`config.mk`:
```
export PLATFORM = sky130hd
export DESIGN_NAME = pors_top
export DESIGN_NICKNAME = d
export VERILOG_FILES = /design/src/common/pors_pkg.sv /design/src/hw/pors_top.sv
export SDC_FILE = /design/constraint.sdc
export NUM_CORES = 1
export LEC_CHECK = 0
export BUFFER_PORTS_ARGS = -buffer_cell sky130_fd_sc_hd__buf_4
export CAP_MARGIN = 0
export CORE_MARGIN = 5
export CORE_UTILIZATION = 40
export DETAILED_ROUTE_END_ITERATION = 16
export SYNTH_ARGS = -nofsm -noshare
export SYNTH_HDL_FRONTEND = slang
export SYNTH_SLANG_ARGS = --single-unit
```
`constraint.sdc`:
```
create_clock -name clock -period 4.6 [get_ports clock]
set_clock_uncertainty 0.15 [all_clocks]
set_input_delay 1.15 -clock clock [delete_from_list [all_inputs] [get_ports clock]]
set_output_delay 1.15 -clock clock [all_outputs]
set_load 0.05 [all_outputs]
```
`src/common/pors_pkg.sv`:
```
// Shared constants and types for the power-on and supply-monitor reset block
package pors_pkg;
    // Register addresses on the 8-bit register port
    localparam logic [7:0] ADDR_MON_CTL = 8'hff;
    localparam logic [7:0] ADDR_RST_SRC = 8'hef;
    localparam logic [7:0] ADDR_IRQ_STAT = 8'he0;
    localparam logic [7:0] ADDR_IRQ_MASK = 8'he1;

    // Field positions
    localparam int MON_EN_BIT = 7;
    localparam int MON_STAT_BIT = 6;
    localparam int POR_FLAG_BIT = 1;
    localparam int IRQ_TRIP_BIT = 0;
    localparam int IRQ_REL_BIT = 1;
    localparam int IRQ_W = 2;

    // Reset values
    localparam logic MON_EN_RST = 1'h0;
    localparam logic MON_SEL_RST = 1'h0;
    localparam logic POR_FLAG_RST = 1'h0;
    localparam logic [IRQ_W-1:0] IRQ_RST = 2'h0;

    // Release delay after power-up; longest time, so the cycle count rounds down
    localparam int POR_DELAY_NS = 300000;
    localparam int CLK_PERIOD_NS = 4;
    localparam int POR_DELAY_CYC = POR_DELAY_NS / CLK_PERIOD_NS;

    // Program start address after every reset
    localparam logic [15:0] BOOT_ADDR = 16'h0000;

    // Reset sequencing states
    typedef enum logic [1:0] {
        ST_POWER_UP = 2'h0,
        ST_DELAY = 2'h1,
        ST_RUN = 2'h2,
        ST_MON_HOLD = 2'h3
    } pors_state_t;

    // One register-port request
    typedef struct packed {
        logic [7:0] addr;
        logic [7:0] wdata;
        logic wr;
        logic rd;
    } pors_req_t;
endpackage

```
`src/hw/pors_top.sv`:
```
// Local design decision: the plain strobed port.
`timescale 1ns/100ps
module pors_top #(
    parameter int POR_DELAY_CYC = pors_pkg::POR_DELAY_CYC
) (
    input wire logic clock,
    input wire logic sys_rst,
    input wire pors_pkg::pors_req_t reg_req,
    output logic [7:0] reg_rdata,
    input wire logic supply_above_thresh,
    input wire logic other_rst_req,
    output logic supply_monitor_on,
    output logic core_rst,
    output logic rst_pin_o,
    output logic rst_pin_oe,
    output logic power_on_reset_flag,
    output logic [15:0] boot_addr,
    output logic irq
);

    localparam int CW = $clog2(POR_DELAY_CYC + 1);
    localparam logic [CW-1:0] DELAY_LOAD = CW'(POR_DELAY_CYC - 1);

    pors_pkg::pors_state_t state_q;
    pors_pkg::pors_state_t state_d;
    logic [1:0] sync_q;
    logic supply_ok;
    logic [CW-1:0] cnt_q;
    logic mon_en_q;
    logic mon_sel_q;
    logic flag_q;
    logic [pors_pkg::IRQ_W-1:0] stat_q;
    logic [pors_pkg::IRQ_W-1:0] mask_q;
    logic [pors_pkg::IRQ_W-1:0] events;
    logic core_rst_q;
    logic pin_oe_q;
    logic irq_q;
    logic [7:0] rdata_q;
    logic mon_trip;
    logic delay_done;
    logic wr_ctl;
    logic wr_src;
    logic wr_mask;
    logic rd_stat;

    // Comparator output is analog-side; two flops before anything looks at it
    always_ff @(posedge clock or posedge sys_rst)
    begin
        if (sys_rst)
            sync_q <= 2'h0;
        else
            sync_q <= {sync_q[0], supply_above_thresh};
    end

    assign supply_ok = sync_q[1];

    // Register port decode
    assign wr_ctl = reg_req.wr && (reg_req.addr == pors_pkg::ADDR_MON_CTL);
    assign wr_src = reg_req.wr && (reg_req.addr == pors_pkg::ADDR_RST_SRC);
    assign wr_mask = reg_req.wr && (reg_req.addr == pors_pkg::ADDR_IRQ_MASK);
    assign rd_stat = reg_req.rd && (reg_req.addr == pors_pkg::ADDR_IRQ_STAT);

    // Monitor only resets the core once it is both on and selected
    assign mon_trip = (state_q == pors_pkg::ST_RUN) && mon_en_q && mon_sel_q && !supply_ok;
    assign delay_done = (cnt_q == '0);

    // Sequencer next state
    always_comb
    begin
        state_d = state_q;
        unique case (state_q)
            pors_pkg::ST_POWER_UP:
            begin
                if (supply_ok)
                    state_d = pors_pkg::ST_DELAY;
            end
            pors_pkg::ST_DELAY:
            begin
                // A dip during the delay restarts the whole power-up
                if (!supply_ok)
                    state_d = pors_pkg::ST_POWER_UP;
                else if (delay_done)
                    state_d = pors_pkg::ST_RUN;
            end
            pors_pkg::ST_RUN:
            begin
                if (mon_trip)
                    state_d = pors_pkg::ST_MON_HOLD;
            end
            pors_pkg::ST_MON_HOLD:
            begin
                // Straight back to run, no power-up delay here
                if (supply_ok)
                    state_d = pors_pkg::ST_RUN;
            end
        endcase
    end

    // State register; only the power-up reset reaches it
    always_ff @(posedge clock or posedge sys_rst)
    begin
        if (sys_rst)
            state_q <= pors_pkg::ST_POWER_UP;
        else
            state_q <= state_d;
    end

    // Release delay counter, reloaded whenever the sequencer is outside ST_DELAY
    always_ff @(posedge clock or posedge sys_rst)
    begin
        if (sys_rst)
            cnt_q <= DELAY_LOAD;
        else if (state_q != pors_pkg::ST_DELAY)
            cnt_q <= DELAY_LOAD;
        else if (!delay_done)
            cnt_q <= cnt_q - CW'(1);
    end

    // Reset outputs follow the next state, so they drop on a clock edge
    always_ff @(posedge clock or posedge sys_rst)
    begin
        if (sys_rst)
        begin
            core_rst_q <= 1'h1;
            pin_oe_q <= 1'h1;
        end
        else
        begin
            core_rst_q <= (state_d != pors_pkg::ST_RUN);
            pin_oe_q <= (state_d != pors_pkg::ST_RUN);
        end
    end

    // Monitor enable survives everything except power-up
    always_ff @(posedge clock or posedge sys_rst)
    begin
        if (sys_rst)
            mon_en_q <= pors_pkg::MON_EN_RST;
        else if (wr_ctl)
            mon_en_q <= reg_req.wdata[pors_pkg::MON_EN_BIT];
    end

    // Source select; selecting before the monitor settles can reset the part
    always_ff @(posedge clock or posedge sys_rst)
    begin
        if (sys_rst)
            mon_sel_q <= pors_pkg::MON_SEL_RST;
        else if (wr_src)
            mon_sel_q <= reg_req.wdata[pors_pkg::POR_FLAG_BIT];
    end

    // Power-on flag: set on leaving the power-up delay, cleared by other resets
    always_ff @(posedge clock or posedge sys_rst)
    begin
        if (sys_rst)
            flag_q <= pors_pkg::POR_FLAG_RST;
        else if (state_q == pors_pkg::ST_DELAY && state_d == pors_pkg::ST_RUN)
            flag_q <= 1'h1;
        else if (mon_trip || other_rst_req)
            flag_q <= 1'h0;
    end

    // Events for the interrupt status
    always_comb
    begin
        events = '0;
        events[pors_pkg::IRQ_TRIP_BIT] = mon_trip;
        events[pors_pkg::IRQ_REL_BIT] = (state_q == pors_pkg::ST_MON_HOLD) && supply_ok;
    end

    // Sticky status, cleared by a read; a new event in that cycle still lands
    always_ff @(posedge clock or posedge sys_rst)
    begin
        if (sys_rst)
            stat_q <= pors_pkg::IRQ_RST;
        else if (rd_stat)
            stat_q <= events;
        else
            stat_q <= stat_q | events;
    end

    // Interrupt mask
    always_ff @(posedge clock or posedge sys_rst)
    begin
        if (sys_rst)
            mask_q <= pors_pkg::IRQ_RST;
        else if (wr_mask)
            mask_q <= reg_req.wdata[pors_pkg::IRQ_W-1:0];
    end

    // Level interrupt, registered from the status held before the edge
    always_ff @(posedge clock or posedge sys_rst)
    begin
        if (sys_rst)
            irq_q <= 1'h0;
        else
            irq_q <= |(stat_q & mask_q);
    end

    // Read data stands only in the cycle after the read strobe
    always_ff @(posedge clock or posedge sys_rst)
    begin
        if (sys_rst)
            rdata_q <= 8'h00;
        else if (!reg_req.rd)
            rdata_q <= 8'h00;
        else
        begin
            rdata_q <= 8'h00;
            unique case (reg_req.addr)
                pors_pkg::ADDR_MON_CTL:
                begin
                    rdata_q[pors_pkg::MON_EN_BIT] <= mon_en_q;
                    rdata_q[pors_pkg::MON_STAT_BIT] <= supply_ok;
                end
                pors_pkg::ADDR_RST_SRC:
                    rdata_q[pors_pkg::POR_FLAG_BIT] <= flag_q;
                pors_pkg::ADDR_IRQ_STAT:
                    rdata_q[pors_pkg::IRQ_W-1:0] <= stat_q;
                pors_pkg::ADDR_IRQ_MASK:
                    rdata_q[pors_pkg::IRQ_W-1:0] <= mask_q;
                default:
                    rdata_q <= 8'h00; // Unmapped reads as zero
            endcase
        end
    end

    // Output drive
    assign reg_rdata = rdata_q;
    assign supply_monitor_on = mon_en_q;
    assign core_rst = core_rst_q;
    assign rst_pin_o = 1'h0; // Open drain, only ever pulls low
    assign rst_pin_oe = pin_oe_q;
    assign power_on_reset_flag = flag_q;
    assign boot_addr = pors_pkg::BOOT_ADDR;
    assign irq = irq_q;

    // Checks

    a_powerup_hold: assert property (
        @(posedge clock) disable iff (sys_rst)
        (state_q == pors_pkg::ST_POWER_UP) |=> (core_rst && rst_pin_oe)
    ) else $error("Reset not held during power-up");

    a_delay_holds_reset: assert property (
        @(posedge clock) disable iff (sys_rst)
        (state_q == pors_pkg::ST_DELAY && !delay_done) |=> core_rst
    ) else $error("Reset released before delay expired");

    a_delay_start_full: assert property (
        @(posedge clock) disable iff (sys_rst)
        (state_q == pors_pkg::ST_POWER_UP && supply_ok) |=> (cnt_q == DELAY_LOAD)
    ) else $error("Delay counter not loaded at start");

    a_flag_on_exit: assert property (
        @(posedge clock) disable iff (sys_rst)
        (state_q == pors_pkg::ST_DELAY && supply_ok && delay_done)
            |=> (power_on_reset_flag && !core_rst)
    ) else $error("Flag or release missing after power-up delay");

    a_flag_cleared: assert property (
        @(posedge clock) disable iff (sys_rst)
        (other_rst_req && state_q != pors_pkg::ST_DELAY) |=> !power_on_reset_flag
    ) else $error("Flag not cleared by other reset");

    a_boot_address: assert property (
        @(posedge clock) disable iff (sys_rst)
        $fell(core_rst) |-> (boot_addr == 16'h0000)
    ) else $error("Wrong start address after reset");

    a_enable_kept: assert property (
        @(posedge clock) disable iff (sys_rst)
        (other_rst_req && !wr_ctl) |=> (supply_monitor_on == $past(supply_monitor_on))
    ) else $error("Monitor enable changed by other reset");

    a_enable_write: assert property (
        @(posedge clock) disable iff (sys_rst)
        wr_ctl |=> (supply_monitor_on == $past(reg_req.wdata[pors_pkg::MON_EN_BIT]))
    ) else $error("Monitor enable did not follow write");

    a_monitor_trip: assert property (
        @(posedge clock) disable iff (sys_rst)
        (state_q == pors_pkg::ST_RUN && mon_en_q && mon_sel_q && !supply_ok)
            |=> (core_rst && rst_pin_oe && state_q == pors_pkg::ST_MON_HOLD)
    ) else $error("Supply drop did not reset the core");

    a_no_trip_unselected: assert property (
        @(posedge clock) disable iff (sys_rst)
        (state_q == pors_pkg::ST_RUN && !mon_sel_q) |=> (state_q != pors_pkg::ST_MON_HOLD)
    ) else $error("Unselected monitor caused a reset");

    a_monitor_release: assert property (
        @(posedge clock) disable iff (sys_rst)
        (state_q == pors_pkg::ST_MON_HOLD && supply_ok) |=> (!core_rst && !rst_pin_oe)
    ) else $error("Monitor reset not released at once");

    a_delay_restart: assert property (
        @(posedge clock) disable iff (sys_rst)
        (state_q == pors_pkg::ST_DELAY && !supply_ok)
            |=> (state_q == pors_pkg::ST_POWER_UP && core_rst && !power_on_reset_flag)
    ) else $error("Supply dip during delay did not restart power-up");

    a_flag_readback: assert property (
        @(posedge clock) disable iff (sys_rst)
        (reg_req.rd && reg_req.addr == pors_pkg::ADDR_RST_SRC)
            |=> (reg_rdata[pors_pkg::POR_FLAG_BIT] == $past(power_on_reset_flag))
    ) else $error("Reset source read lost the power-on flag");

    a_trip_clears_flag: assert property (
        @(posedge clock) disable iff (sys_rst)
        (state_q == pors_pkg::ST_MON_HOLD) |-> !power_on_reset_flag
    ) else $error("Power-on flag set during monitor reset");

    a_enable_needed: assert property (
        @(posedge clock) disable iff (sys_rst)
        (state_q == pors_pkg::ST_RUN && !supply_monitor_on)
            |=> (state_q != pors_pkg::ST_MON_HOLD)
    ) else $error("Disabled monitor caused a reset");

endmodule // pors_top

```
**After elaboration in Yosys (flattened, before gate mapping)**

Index checks and enable logic that the tools add are counted.

- Register bits: 38
- Input port bits: 22
- Output and inout bits: 30
- Word-level logic and storage cells: 55

- $add $sub $neg: 1
- Eq/ne operators: 11
- Muxes and demuxes: 15
- Bitwise logic cells: 2
- Reductions and logical operators: 15

Operators by type and width:

| cell | count |
|---|---|
| 17-bit two-way mux | 2 |
| 8-bit equality test, second input constant | 4 |
| 17-bit logical NOT | 1 |
| 17-bit by 1-bit subtractor with 17-bit output, second input constant | 1 |
| 2-bit two-way mux | 7 |
| 1-bit logical AND | 9 |
| 8-bit two-way mux | 1 |
| 2-bit one-hot mux with 4 select lines | 1 |
| 2-bit equality test, second input constant | 3 |
| 2-bit by 1-bit != test with 1-bit output, second input constant | 2 |
| 1-bit one-hot mux with 3 select lines | 1 |
| 2-bit bitwise AND | 1 |
| 2-bit by 1-bit equality test with 1-bit output, second input constant | 1 |
| 2-bit logical NOT | 1 |
| 1-bit two-way mux | 2 |
| 2-bit != test, second input constant | 1 |
| 2-bit bitwise OR | 1 |
| 1-bit one-hot mux with 2 select lines | 1 |
| 2-bit nonzero test | 1 |
| 2-bit OR reduction | 1 |
| 1-bit logical NOT | 1 |
| 1-bit logical OR | 1 |

**Longest topological paths before layout**

Gate-level depths: netlist of the first run.

- Depth after elaboration: 9
- Mapped depth: 6
- Mapped depth without buffers: 6

**Worst setup path after synthesis of the first run**

OpenSTA, ideal clock, no wires.

- Path kind: in2reg
- Start: input port reg_req[11] (netlist name)
- End: register stat_q[1] (netlist name)
- Library setup time: 0.122 ns
- Data arrival time: 2.066 ns
- Required time: 4.328 ns
- Path slack: 2.262 ns
- Cell stages on the path: 4
- Buffers on the path: 0
- Path through: nor4_1 nand3_1 or2_2 a32o_1

- Cells in the longest elaborated chain, start to end: 3

RTL lines:

| what | RTL line | text |
|---|---|---|
| from (decl) | pors_top.sv:8 | `input wire pors_pkg::pors_req_t reg_req,` |
| 8-bit equality test | pors_top.sv:61 | `assign rd_stat = reg_req.rd && (reg_req.addr == pors_pkg::ADDR_IRQ_STAT);` |
| 1-bit logical AND | pors_top.sv:61 |  |
| 2-bit two-way mux | pors_top.sv:176 | `else if (rd_stat)` |
| to (signal assigned) | pors_top.sv:175 | `stat_q <= pors_pkg::IRQ_RST;` |
| to (signal assigned) | pors_top.sv:177 | `stat_q <= events;` |
| to (signal assigned) | pors_top.sv:179 | `stat_q <= stat_q \| events;` |
| to (decl) | pors_top.sv:32 | `logic [pors_pkg::IRQ_W-1:0] stat_q;` |

No other way between the ends.
A chain may end at the register's enable or synchronous reset.

**Worst setup path in the final report of the first run**

- Start: register cnt_q[11]
- End: register cnt_q[9]

- Cells in the longest elaborated chain, start to end: 2

RTL lines:

| what | RTL line | text |
|---|---|---|
| from (decl) | pors_top.sv:28 | `logic [CW-1:0] cnt_q;` |
| from (signal assigned) | pors_top.sv:116 | `cnt_q <= cnt_q - CW'(1);` |
| 17-bit logical NOT | pors_top.sv:65 | `assign delay_done = (cnt_q == '0);` |
| 2-bit by 1-bit != test with 1-bit output (no source line) | -- |  |

No other way between the ends.

==> key figures, run 1 <==
Detailed routing
  – DRC Markers: 0
  – Final Routed Wirelength: 3.74 mm
  – DR WL/cell: 14.4 um
  – DRT antenna net count: 0
  – Iter 0 DRT Violations: 120
  – Via/cell ratio: 5.39
  – DR pass1 iterations: 4
  – Vias: 1396

Timing
  – Final WS setup: 2010 ps
  – Least-Margin Pin Slew: 1000 ps
  – RSZ-0062 raised after global routing: false
  – Setup TNS: 0 ps
  – Max Freq: 386 MHz
  – Max Slew Vio Count: 0
  – Crit share post-route: 0.564
  – Max_slew headroom: 0.327
  – Min Tclk post-route: 2590 ps
  – Final Hold Fails: 0
  – Final Setup Violations: 0

Placement
  – PortBufs: 25
  – GP Congestion: 0.819
  – Post-DP HPWL: 2.74 mm
  – Dpl ws: 1980 ps
  – Post-DP Area: 1980 um2

Clocking
  – Worst-Skew Late Latency: 280 ps
  – Reg clk slew, reported paths: 70 ps
  – Hold_buf cts: 0
  – H-tree levels: 2
  – Maximum clock path buffer count: 2
  – CTS Buf Count: 5
  – Sink Count: 34
  – PostCTS Resize Cnt: 0
  – Post-CTS setup buffers: 0
  – Root buf cell: clkbuf_8
  – CTS tree: done

Finish
  – Design area: 2070 um2
  – Commonest non-fill, non-tap cell in the layout: buf_4
  – P&R area growth vs syn: 12.2%
  – Commonest cells after routing, fill and taps aside: buf_4, dfrtp_1, conb_1, a21oi_1, dfstp_2
  – Fraction of layout cells with a size suffix above 1: 0.290
  – Core occupancy in the finished layout: 0.470
  – # diodes: 0
  – Nets: 230

Setup path
  – Setup crit end: cnt_q[9]$_DFFE_PP0P_
  – Critical path arrival: 2640 ps
  – R2R Setup Slk: 2010 ps
  – CP Max Fanout: 8
  – Worst Setup SP: cnt_q[11]$_DFFE_PP0P_
  – Kind of critical path: reg -> reg
  – Setup crit start kind: flip-flop
  – CP Data Required Time: 4650 ps
  – Critical R2R Capture: cnt_q[9]$_DFFE_PP0P_
  – Setup crit end kind: flip-flop
  – Worst Reg2Reg Path Length in Cells: 4
  – RR Startpoint: cnt_q[11]$_DFFE_PP0P_

Global routing
  – Pin count of the biggest net entering global routing: 31
  – GRT Total Usage: 0.125
  – Antenna violations before repair: 0
  – Vias in the first global route: 1362
  – First-pass GRT wire length: 6.30 mm
  – Total gr overflow: 0

Synth
  – Yosys warning count: 0
  – Synthesized area: 1850 um2
  – EDFF count, synth: 0
  – Synthesized flop and latch total: 34
  – Ys async rst share: 1.00
  – Synthesized instance count: 181
  – Main synth FF type: dfrtp_1
  – Synth unique cells: 47
  – Syn_area_per_cell: 10.2 um2
  – Register area share after synthesis: 0.468

Flow run
  – Max-Cap Viols: 0

Pwr
  – Worst vdd ir: 0.124 mV
  – Pwr Density: 294 nW/um2
  – Leak Pwr: 0.903 nW

Die
  – Cell Rows: 24
  – Core Region: 4410 um2
  – # IOs: 52
  – Die Y: 78.0 um
  – Starting Density: 0.419
  – Die area: 6080 um2
  – Die width: 78.0 um

Min path
  – Worst min-delay path category: reg -> reg

Outcome
  – Status: complete, no violations
## cell families after synthesis
kind of cell	count (synthesis)	synth area share
compound gates	41	0.142
xor+xnor	1	0.00474
fa+ha+maj	2	0.0135
buf+inv	34	0.121
flops	34	0.468
mux	6	0.0345
other cells	1	0.00203
simple gates	62	0.214
## per-layer routing
metal,track usage,share of wire,vias to the layer above
met5,0,0,-
li1,-,-,685
met4,0.0304,0.0072,0
met3,0.0347,0.065,4
met2,0.194,0.47,47
met1,0.174,0.45,660
## per-stage QoR
step / hold slack, ps / total power [mW] / instances
4_1_cts: 203 / 0.620 / 259
3_3_place_gp: 184 / 0.390 / 251
5_1_grt: 211 / 0.642 / 259
3_5_place_dp: 186 / 0.392 / 251
2_1_floorplan: 181 / 0.386 / 201
6_report: 199 / 0.610 / 259
## power by group
group,total [mW],internal [mW],switching [mW]
Combinational,0.0748,0.0165,0.0583
Sequential,0.312,0.306,0.00560
Clock,0.223,0.121,0.103
## how the worst min path moves through the flow
| stage | startpoint | end | slack (ps) | depth (start not counted) |
|---|---|---|---|---|
| after floorplan | sync_q[0]$_DFF_PP0_ | sync_q[1]$_DFF_PP0_ | 180 | 0 |
| after global placement | sync_q[0]$_DFF_PP0_ | sync_q[1]$_DFF_PP0_ | 180 | 0 |
| after detailed placement | sync_q[0]$_DFF_PP0_ | sync_q[1]$_DFF_PP0_ | 190 | 0 |
| after CTS | sync_q[0]$_DFF_PP0_ | sync_q[1]$_DFF_PP0_ | 200 | 0 |
| after global routing | sync_q[0]$_DFF_PP0_ | sync_q[1]$_DFF_PP0_ | 210 | 0 |
| final | sync_q[0]$_DFF_PP0_ | sync_q[1]$_DFF_PP0_ | 200 | 0 |
## cell type report
type	instances	area, um2
Fill cell	415	2340
Sequential cell	34	865
Multi-Input combinational cell	133	836
Timing Repair Buffer	26	195
Clock buffer	7	86.3
Tap cell	52	65.1
Inverter	6	22.5
Clock inverter	1	5.00
## critical path, stage by stage (launching register included)
cell and delay, ps:
dfrtp_1 430, or4_1 690, nor4_1 870, o21ai_0 220
a21oi_1 160
## registers in the layout, indices dropped and copies added, names as in the netlist
register and cells:
cnt_q 17, irq 1, mask_q 2, mon_sel_q 1, power_on_reset_flag 1, reg_rdata 4, rst_pin_oe 1, stat_q 2
state_q 2, supply_monitor_on 1, sync_q 2
## synthesized netlist by cell type (all sizes together), types with 2 or more instances
cell type / count / area (um2)
and3: 4 / 25.0
or4: 7 / 60.1
a21oi: 12 / 60.1
mux2: 3 / 33.8
a31o: 3 / 26.3
ha: 2 / 25.0
o41ai: 2 / 17.5
or3: 10 / 68.8
o31ai: 5 / 37.5
dfrtp: 23 / 576
nor2: 7 / 28.8
and4: 2 / 17.5
inv: 6 / 22.5
or4b: 2 / 20.0
buf: 24 / 181
clkbuf: 3 / 11.3
dfstp: 11 / 289
nor3b: 2 / 15.0
nand2: 5 / 18.8
nor4: 8 / 50.1
mux2i: 3 / 30.0
nand4b: 2 / 17.5
o21ai: 10 / 50.1
nand3: 3 / 15.0
a31oi: 2 / 12.5
nor3: 4 / 20.0
No activity file was read; power rests on OpenSTA's default activity.
==> run 2, diff against run 1 <==
--- a/config.mk
+++ b/config.mk
@@ -10,6 +10,7 @@
 export CORE_MARGIN = 5
 export CORE_UTILIZATION = 40
 export DETAILED_ROUTE_END_ITERATION = 16
+export PLACE_DENSITY = 0.66
 export SYNTH_ARGS = -nofsm -noshare
 export SYNTH_HDL_FRONTEND = slang
 export SYNTH_SLANG_ARGS = --single-unit
==> constraint.sdc (replaced) <==
create_clock -name clock -period 2.2 [get_ports clock]
set_clock_uncertainty 0.15 [all_clocks]
set_input_delay 0.55 -clock clock [delete_from_list [all_inputs] [get_ports clock]]
set_output_delay 0.55 -clock clock [all_outputs]
set_load 0.05 [all_outputs]
==> key figures, run 2 (synthesis gave the netlist of run 1 again) <==
Timing
  – Least-Margin Pin Slew: 565 ps (-435 ps)
  – Min Tclk post-route: 2180 ps (-412 ps)
  – Crit share post-route: 0.992 (+0.428)
  – Final Setup Violations: 0 (unchanged)
  – Final Hold Fails: 0 (unchanged)
  – Setup TNS: 0 ps (unchanged)
  – RSZ-0062 raised after global routing: true
  – Max Freq: 458 MHz (+19%)
  – Max_slew headroom: 0.623 (+0.296)
  – Max Slew Vio Count: 0 (unchanged)

Setup path
  – Critical path arrival: 2240 ps (-400 ps)
  – R2R Setup Slk: 20 ps (-1990 ps)
  – CP Data Required Time: 2260 ps (-2390 ps)
  – RR Startpoint: cnt_q[0]$_DFFE_PP1P_
  – Setup crit end kind: flip-flop
  – CP Max Fanout: 5 (-3)
  – Setup crit start kind: flip-flop
  – Kind of critical path: reg -> reg
  – Worst Reg2Reg Path Length in Cells: 4 (unchanged)
  – Critical R2R Capture: cnt_q[15]$_DFFE_PP0P_

Detailed routing
  – Vias: 1494 (+7.0%)
  – DRC Markers: 0 (unchanged)
  – DR pass1 iterations: 4 (unchanged)
  – DRT antenna net count: 0 (unchanged)
  – Via/cell ratio: 5.37 (-0.29%)
  – Final Routed Wirelength: 4.20 mm (+12%)
  – DR WL/cell: 15.1 um (+4.7%)
  – Iter 0 DRT Violations: 99 (-18%)

Global routing
  – Antenna violations before repair: 0 (unchanged)
  – Pin count of the biggest net entering global routing: 35 (+13%)
  – Total gr overflow: 0 (unchanged)
  – GRT Total Usage: 0.142 (+0.0162)
  – First-pass GRT wire length: 6.88 mm (+9.2%)
  – Vias in the first global route: 1469 (+7.9%)

Die
  – Die area: 6080 um2 (unchanged)
  – Core Region: 4410 um2 (unchanged)
  – Die width: 78.0 um (unchanged)
  – # IOs: 52 (unchanged)
  – Cell Rows: 24 (unchanged)
  – Starting Density: 0.419 (unchanged)
  – Die Y: 78.0 um (unchanged)

Clocking
  – H-tree levels: 2 (unchanged)
  – CTS Buf Count: 5 (unchanged)
  – Root buf cell: clkbuf_8
  – Sink Count: 34 (unchanged)
  – CTS tree: done
  – Reg clk slew, reported paths: 70 ps (about the same)
  – Maximum clock path buffer count: 2 (unchanged)
  – Worst-Skew Late Latency: 290 ps (about the same)

Finish
  – # diodes: 0 (unchanged)
  – P&R area growth vs syn: 26.5%
  – Commonest non-fill, non-tap cell in the layout: buf_4
  – Nets: 249 (+8.3%)
  – Largest register FFs: 17 (unchanged)
  – Largest Register: cnt_q
  – Design area: 2340 um2 (+13%)
  – Fraction of layout cells with a size suffix above 1: 0.394 (+0.104)
  – Commonest cells after routing, fill and taps aside: buf_4, dfrtp_1, conb_1, dfstp_2

Pwr
  – Flop pwr share: 0.425 (-0.086)
  – Leak Pwr: 1.05 nW (+16%)
  – Net Sw Frac: 0.241 (-0.0322)
  – Worst vdd ir: 0.248 mV (+100%)
  – Pwr Density: 655 nW/um2 (+120%)
  – Internal Power: 1.16 mW (+160%)
  – Clock Power Share: 0.467 (+0.101)
  – NetSw: 369 uW (+120%)
  – Part of the power in combinational logic: 0.109 (-0.014)

Placement
  – PortBufs: 25 (unchanged)
  – Post-DP Area: 2120 um2 (+6.9%)
  – GP Congestion: 0.826 (+0.78%)
  – Post-DP HPWL: 2.93 mm (+7.1%)

Min path
  – Worst min-delay path category: in -> async

Outcome
  – Status: complete, no violations

Flow run
  – Max-Cap Viols: 0 (unchanged)
-- run 2: cell types whose count changed in the layout (fill, tap and decap cells not counted), sizes merged --
cell,before,now
buf,26,44
bufinv,0,2
clkbuf,7,6
clkinv,1,0
nor2,7,8
-- run 2: repair_timing --
action | in CTS | in global routing
pin swaps | 3 | 3
resized for setup | 2 | 12
endpoints found under the setup margin | 6 | 17
setup buffers | 1 | 0
hold buffers | 0 | 0
gates cloned | 1 | 0
-- run 2: per-stage QoR --
step	cells	utilization	power (mW)	worst slack [ps]	hold WS [ps]
3_3_place_gp	268	0.480	0.825	-25.7	186
2_1_floorplan	201	-	0.808	-5.20	181
5_1_grt	278	0.530	1.60	-45.6	196
4_1_cts	278	0.517	1.55	-5.79	202
6_report	278	0.530	1.53	18.5	206
3_5_place_dp	268	0.480	0.827	-73.0	196
-- run 2: worst max path at each step --
stage	startpoint	endpoint	slack, ps	depth (start not counted)
after floorplan	cnt_q[4]$_DFFE_PP1P_	cnt_q[9]$_DFFE_PP0P_	-5	6
after global placement	cnt_q[0]$_DFFE_PP1P_	cnt_q[11]$_DFFE_PP0P_	-30	4
after detailed placement	cnt_q[0]$_DFFE_PP1P_	cnt_q[11]$_DFFE_PP0P_	-70	4
after CTS	cnt_q[0]$_DFFE_PP1P_	cnt_q[9]$_DFFE_PP0P_	-6	5
after global routing	cnt_q[0]$_DFFE_PP1P_	cnt_q[15]$_DFFE_PP0P_	-50	4
final	cnt_q[0]$_DFFE_PP1P_	cnt_q[15]$_DFFE_PP0P_	20	4
-- run 2: layout make-up --
cell class,count,area (um2)
tap,52,65.1
inverter,6,22.5
multi-input combinational,134,911
fill,404,2070
clock buffer,6,82.6
timing repair buffer,44,334
clock inverter,2,60.1
sequential,34,865
-- run 2: routing by layer --
metal | global-route usage | routed length (um) | vias up | share of wire
li1 | - | - | 725 | -
met1 | 0.180 | 1870 | 722 | 0.45
met2 | 0.230 | 2040 | 43 | 0.48
met3 | 0.0394 | 260 | 4 | 0.062
met4 | 0.0507 | 36 | 0 | 0.0086
met5 | 0 | 0 | - | 0
-- run 2: critical path: stages, from the launching register on --
cell and delay [ps]:
dfstp_2 380, or4_4 540, or4_4 470, or4_1 410, a21oi_1 150
-- run 2: power by group through the flow --
stage	clock, mW	sequential, mW	combinational [mW]
global placement	0	0.662	0.163
global route	0.767	0.653	0.179
floorplan	0	0.663	0.145
CTS	0.736	0.651	0.165
finish	0.716	0.651	0.166
detailed placement	0	0.662	0.165
==> run 3, diff against run 2 <==
--- a/config.mk
+++ b/config.mk
@@ -8,9 +8,9 @@
 export BUFFER_PORTS_ARGS = -buffer_cell sky130_fd_sc_hd__buf_4
 export CAP_MARGIN = 0
 export CORE_MARGIN = 5
-export CORE_UTILIZATION = 40
+export CORE_UTILIZATION = 47
 export DETAILED_ROUTE_END_ITERATION = 16
-export PLACE_DENSITY = 0.66
+export PLACE_DENSITY_LB_ADDON = 0.2
 export SYNTH_ARGS = -nofsm -noshare
 export SYNTH_HDL_FRONTEND = slang
 export SYNTH_SLANG_ARGS = --single-unit
==> key figures, run 3 (synthesis gave the netlist of run 1 again) <==
Min path
  – Hold Crit Start: sync_q[0]$_DFF_PP0_
  – Worst Hold Endpoint: sync_q[1]$_DFF_PP0_
  – Hold depth: 0
  – Worst min-delay path category: reg -> reg

Global routing
  – Global routing usage on met2: 0.268 (+0.0372)
  – Total gr overflow: 0 (unchanged)
  – First-pass GRT wire length: 7.29 mm (+5.9%)
  – Met1 usage: 0.235 (+0.0548)
  – Global routing's busiest layer: met2
  – Met3 usage: 0.0496 (+0.0102)
  – Pin count of the biggest net entering global routing: 35 (unchanged)
  – GRT Total Usage: 0.179 (+0.0376)
  – Vias in the first global route: 1537 (+4.6%)
  – Antenna violations before repair: 0 (unchanged)

Finish
  – Largest register FFs: 17 (unchanged)
  – Fraction of layout cells with a size suffix above 1: 0.411 (+0.0169)
  – Commonest cells after routing, fill and taps aside: buf_4, dfrtp_1, conb_1, dfstp_2
  – Largest Register: cnt_q
  – Core occupancy in the finished layout: 0.614 (+0.0836)
  – Nets: 247 (-0.80%)
  – Seq. cell area: 866 um2 (+0.14%)
  – Commonest non-fill, non-tap cell in the layout: buf_4
  – # diodes: 0 (unchanged)
  – P&R area growth vs syn: 24.2%
  – Filler instances: 324 (-20%)
  – Footprint of the multi-input gates: 950 um2 (+4.3%)

Timing
  – Max Slew Vio Count: 0 (unchanged)
  – Setup TNS: 0 ps (unchanged)
  – Crit share post-route: 0.981 (-0.0103)
  – Final Hold Fails: 0 (unchanged)
  – Hold WS: 203 ps (-3.22 ps)
  – Min Tclk post-route: 2160 ps (-22.7 ps)
  – Final Setup Violations: 0 (unchanged)
  – Max Freq: 463 MHz (+1.1%)
  – RSZ-0062 raised after global routing: true

Setup path
  – Kind of critical path: reg -> reg
  – CP max-delay cell: or4_4
  – Critical path cell sequence: or4_4 > or4_4 > or4_4 > a21oi_2
  – Worst Reg2Reg Path Length in Cells: 4 (unchanged)
  – CP Data Required Time: 2270 ps (about the same)
  – Delay of the slowest critical-path stage: 540 ps (about the same)
  – Setup crit end kind: flip-flop
  – Most common cell on crit path: or4_4
  – Critical path arrival: 2230 ps (about the same)
  – CP Max Fanout: 5 (unchanged)
  – R2R Setup Slk: 40 ps (+20 ps)
  – RR Startpoint: cnt_q[2]$_DFFE_PP1P_
  – Setup crit start kind: flip-flop
  – Critical R2R Capture: cnt_q[15]$_DFFE_PP0P_

Placement
  – Post-DP HPWL: 3.16 mm (+7.9%)
  – PortBufs: 25 (unchanged)
  – GP Congestion: 0.846 (+2.5%)

Detailed routing
  – Final Routed Wirelength: 4.46 mm (+6.1%)
  – DR pass1 iterations: 4 (unchanged)
  – Via/cell ratio: 5.66 (+5.4%)
  – DRT antenna net count: 0 (unchanged)
  – Iter 0 DRT Violations: 139 (+40%)
  – DR WL/cell: 16.4 um (+8.4%)
  – DRC Markers: 0 (unchanged)
  – Vias: 1540 (+3.1%)

Clocking
  – CTS Buf Count: 5 (unchanged)
  – Worst-Skew Late Latency: 290 ps (about the same)
  – H-tree levels: 2 (unchanged)
  – Reg clk slew, reported paths: 70 ps (about the same)
  – Root buf cell: clkbuf_8
  – Sink Count: 34 (unchanged)
  – Maximum clock path buffer count: 2 (unchanged)
  – CTS tree: done

Pwr
  – Flop pwr share: 0.521 (+0.096)
  – Worst vdd ir: 0.414 mV (+67%)
  – Net Sw Frac: 0.277 (+0.0367)
  – Leak Pwr: 1.02 nW (-2.9%)
  – Part of the power in combinational logic: 0.132 (+0.023)
  – Clock Power Share: 0.346 (-0.121)
  – NetSw: 347 uW (-6.0%)
  – Pwr Density: 545 nW/um2 (-17%)
  – Internal Power: 904 uW (-22%)

Outcome
  – Status: complete, no violations

Die
  – Die area: 5290 um2 (-13%)
  – Starting Density: 0.494 (+0.0750)
  – Core Region: 3740 um2 (-15%)
  – Die Y: 72.7 um (-6.8%)
  – Die width: 72.7 um (-6.8%)
  – Cell Rows: 22 (-8.3%)
  – # IOs: 52 (unchanged)

Flow run
  – Max-Cap Viols: 0 (unchanged)
==> run 3: cell count changes in the layout (fill, tap and decap cells not counted), sizes merged <==
cell    delta
bufinv     -2
clkbuf     +2
buf        -2
==> run 3: worst max-delay path by stage <==
stage / end / cells after the start / start
floorplan: cnt_q[9]$_DFFE_PP0P_ / 6 / cnt_q[4]$_DFFE_PP1P_
global placement: cnt_q[11]$_DFFE_PP0P_ / 4 / cnt_q[0]$_DFFE_PP1P_
detailed placement: cnt_q[11]$_DFFE_PP0P_ / 4 / cnt_q[0]$_DFFE_PP1P_
CTS: cnt_q[9]$_DFFE_PP0P_ / 5 / cnt_q[0]$_DFFE_PP1P_
global route: cnt_q[11]$_DFFE_PP0P_ / 7 / cnt_q[0]$_DFFE_PP1P_
finish: cnt_q[15]$_DFFE_PP0P_ / 4 / cnt_q[2]$_DFFE_PP1P_
==> run 3: stage by stage <==
step	power, mW	std cells	area [um2]	setup WS (ps)
2_1_floorplan	0.808	201	1940	-5.20
3_3_place_gp	0.820	261	2090	-14.9
3_5_place_dp	0.826	261	2090	-37.6
4_1_cts	1.26	270	2190	4.79
5_1_grt	1.31	272	2300	-78.1
6_report	1.25	272	2300	41.2
==> run 3: final cells by class <==
| type | instances | area share |
|---|---|---|
| inverters | 6 | 0.00980 |
| well taps | 48 | 0.0261 |
| repair buffers | 42 | 0.139 |
| clock buffers | 8 | 0.0349 |
| flip-flops and latches | 34 | 0.377 |
| multi-input cells | 134 | 0.413 |
==> run 3: what timing repair did <==
action,CTS,global route
hold buffers,0,0
gates resized for setup,3,22
setup endpoints to repair,10,16
cloned,1,0
hold endpoints to repair,0,0
buffers inserted,0,2
pin swaps,3,3
==> run 3: routing by layer <==
metal  wire length [um]  up-vias
met1               1860      748
met3                285       18
met2               2180       56
met4                136        0
li1                   -      718
met5                  0        -
==> run 3: worst max-delay path, delay by kind of cell, from the launching register on <==
| family | cells | cell delay (ps) |
|---|---|---|
| AOI/OAI and AO/OA | 1 | 140 |
| DFF | 1 | 370 |
| and+or+nand+nor | 3 | 1440 |
==> run 3: power by group through the flow <==
| stage | combinational [mW] | sequential (mW) | clock [mW] |
|---|---|---|---|
| floorplan | 0.145 | 0.663 | 0 |
| global placement | 0.159 | 0.661 | 0 |
| detailed placement | 0.164 | 0.662 | 0 |
| CTS | 0.164 | 0.651 | 0.447 |
| global route | 0.181 | 0.654 | 0.478 |
| finish | 0.166 | 0.652 | 0.433 |
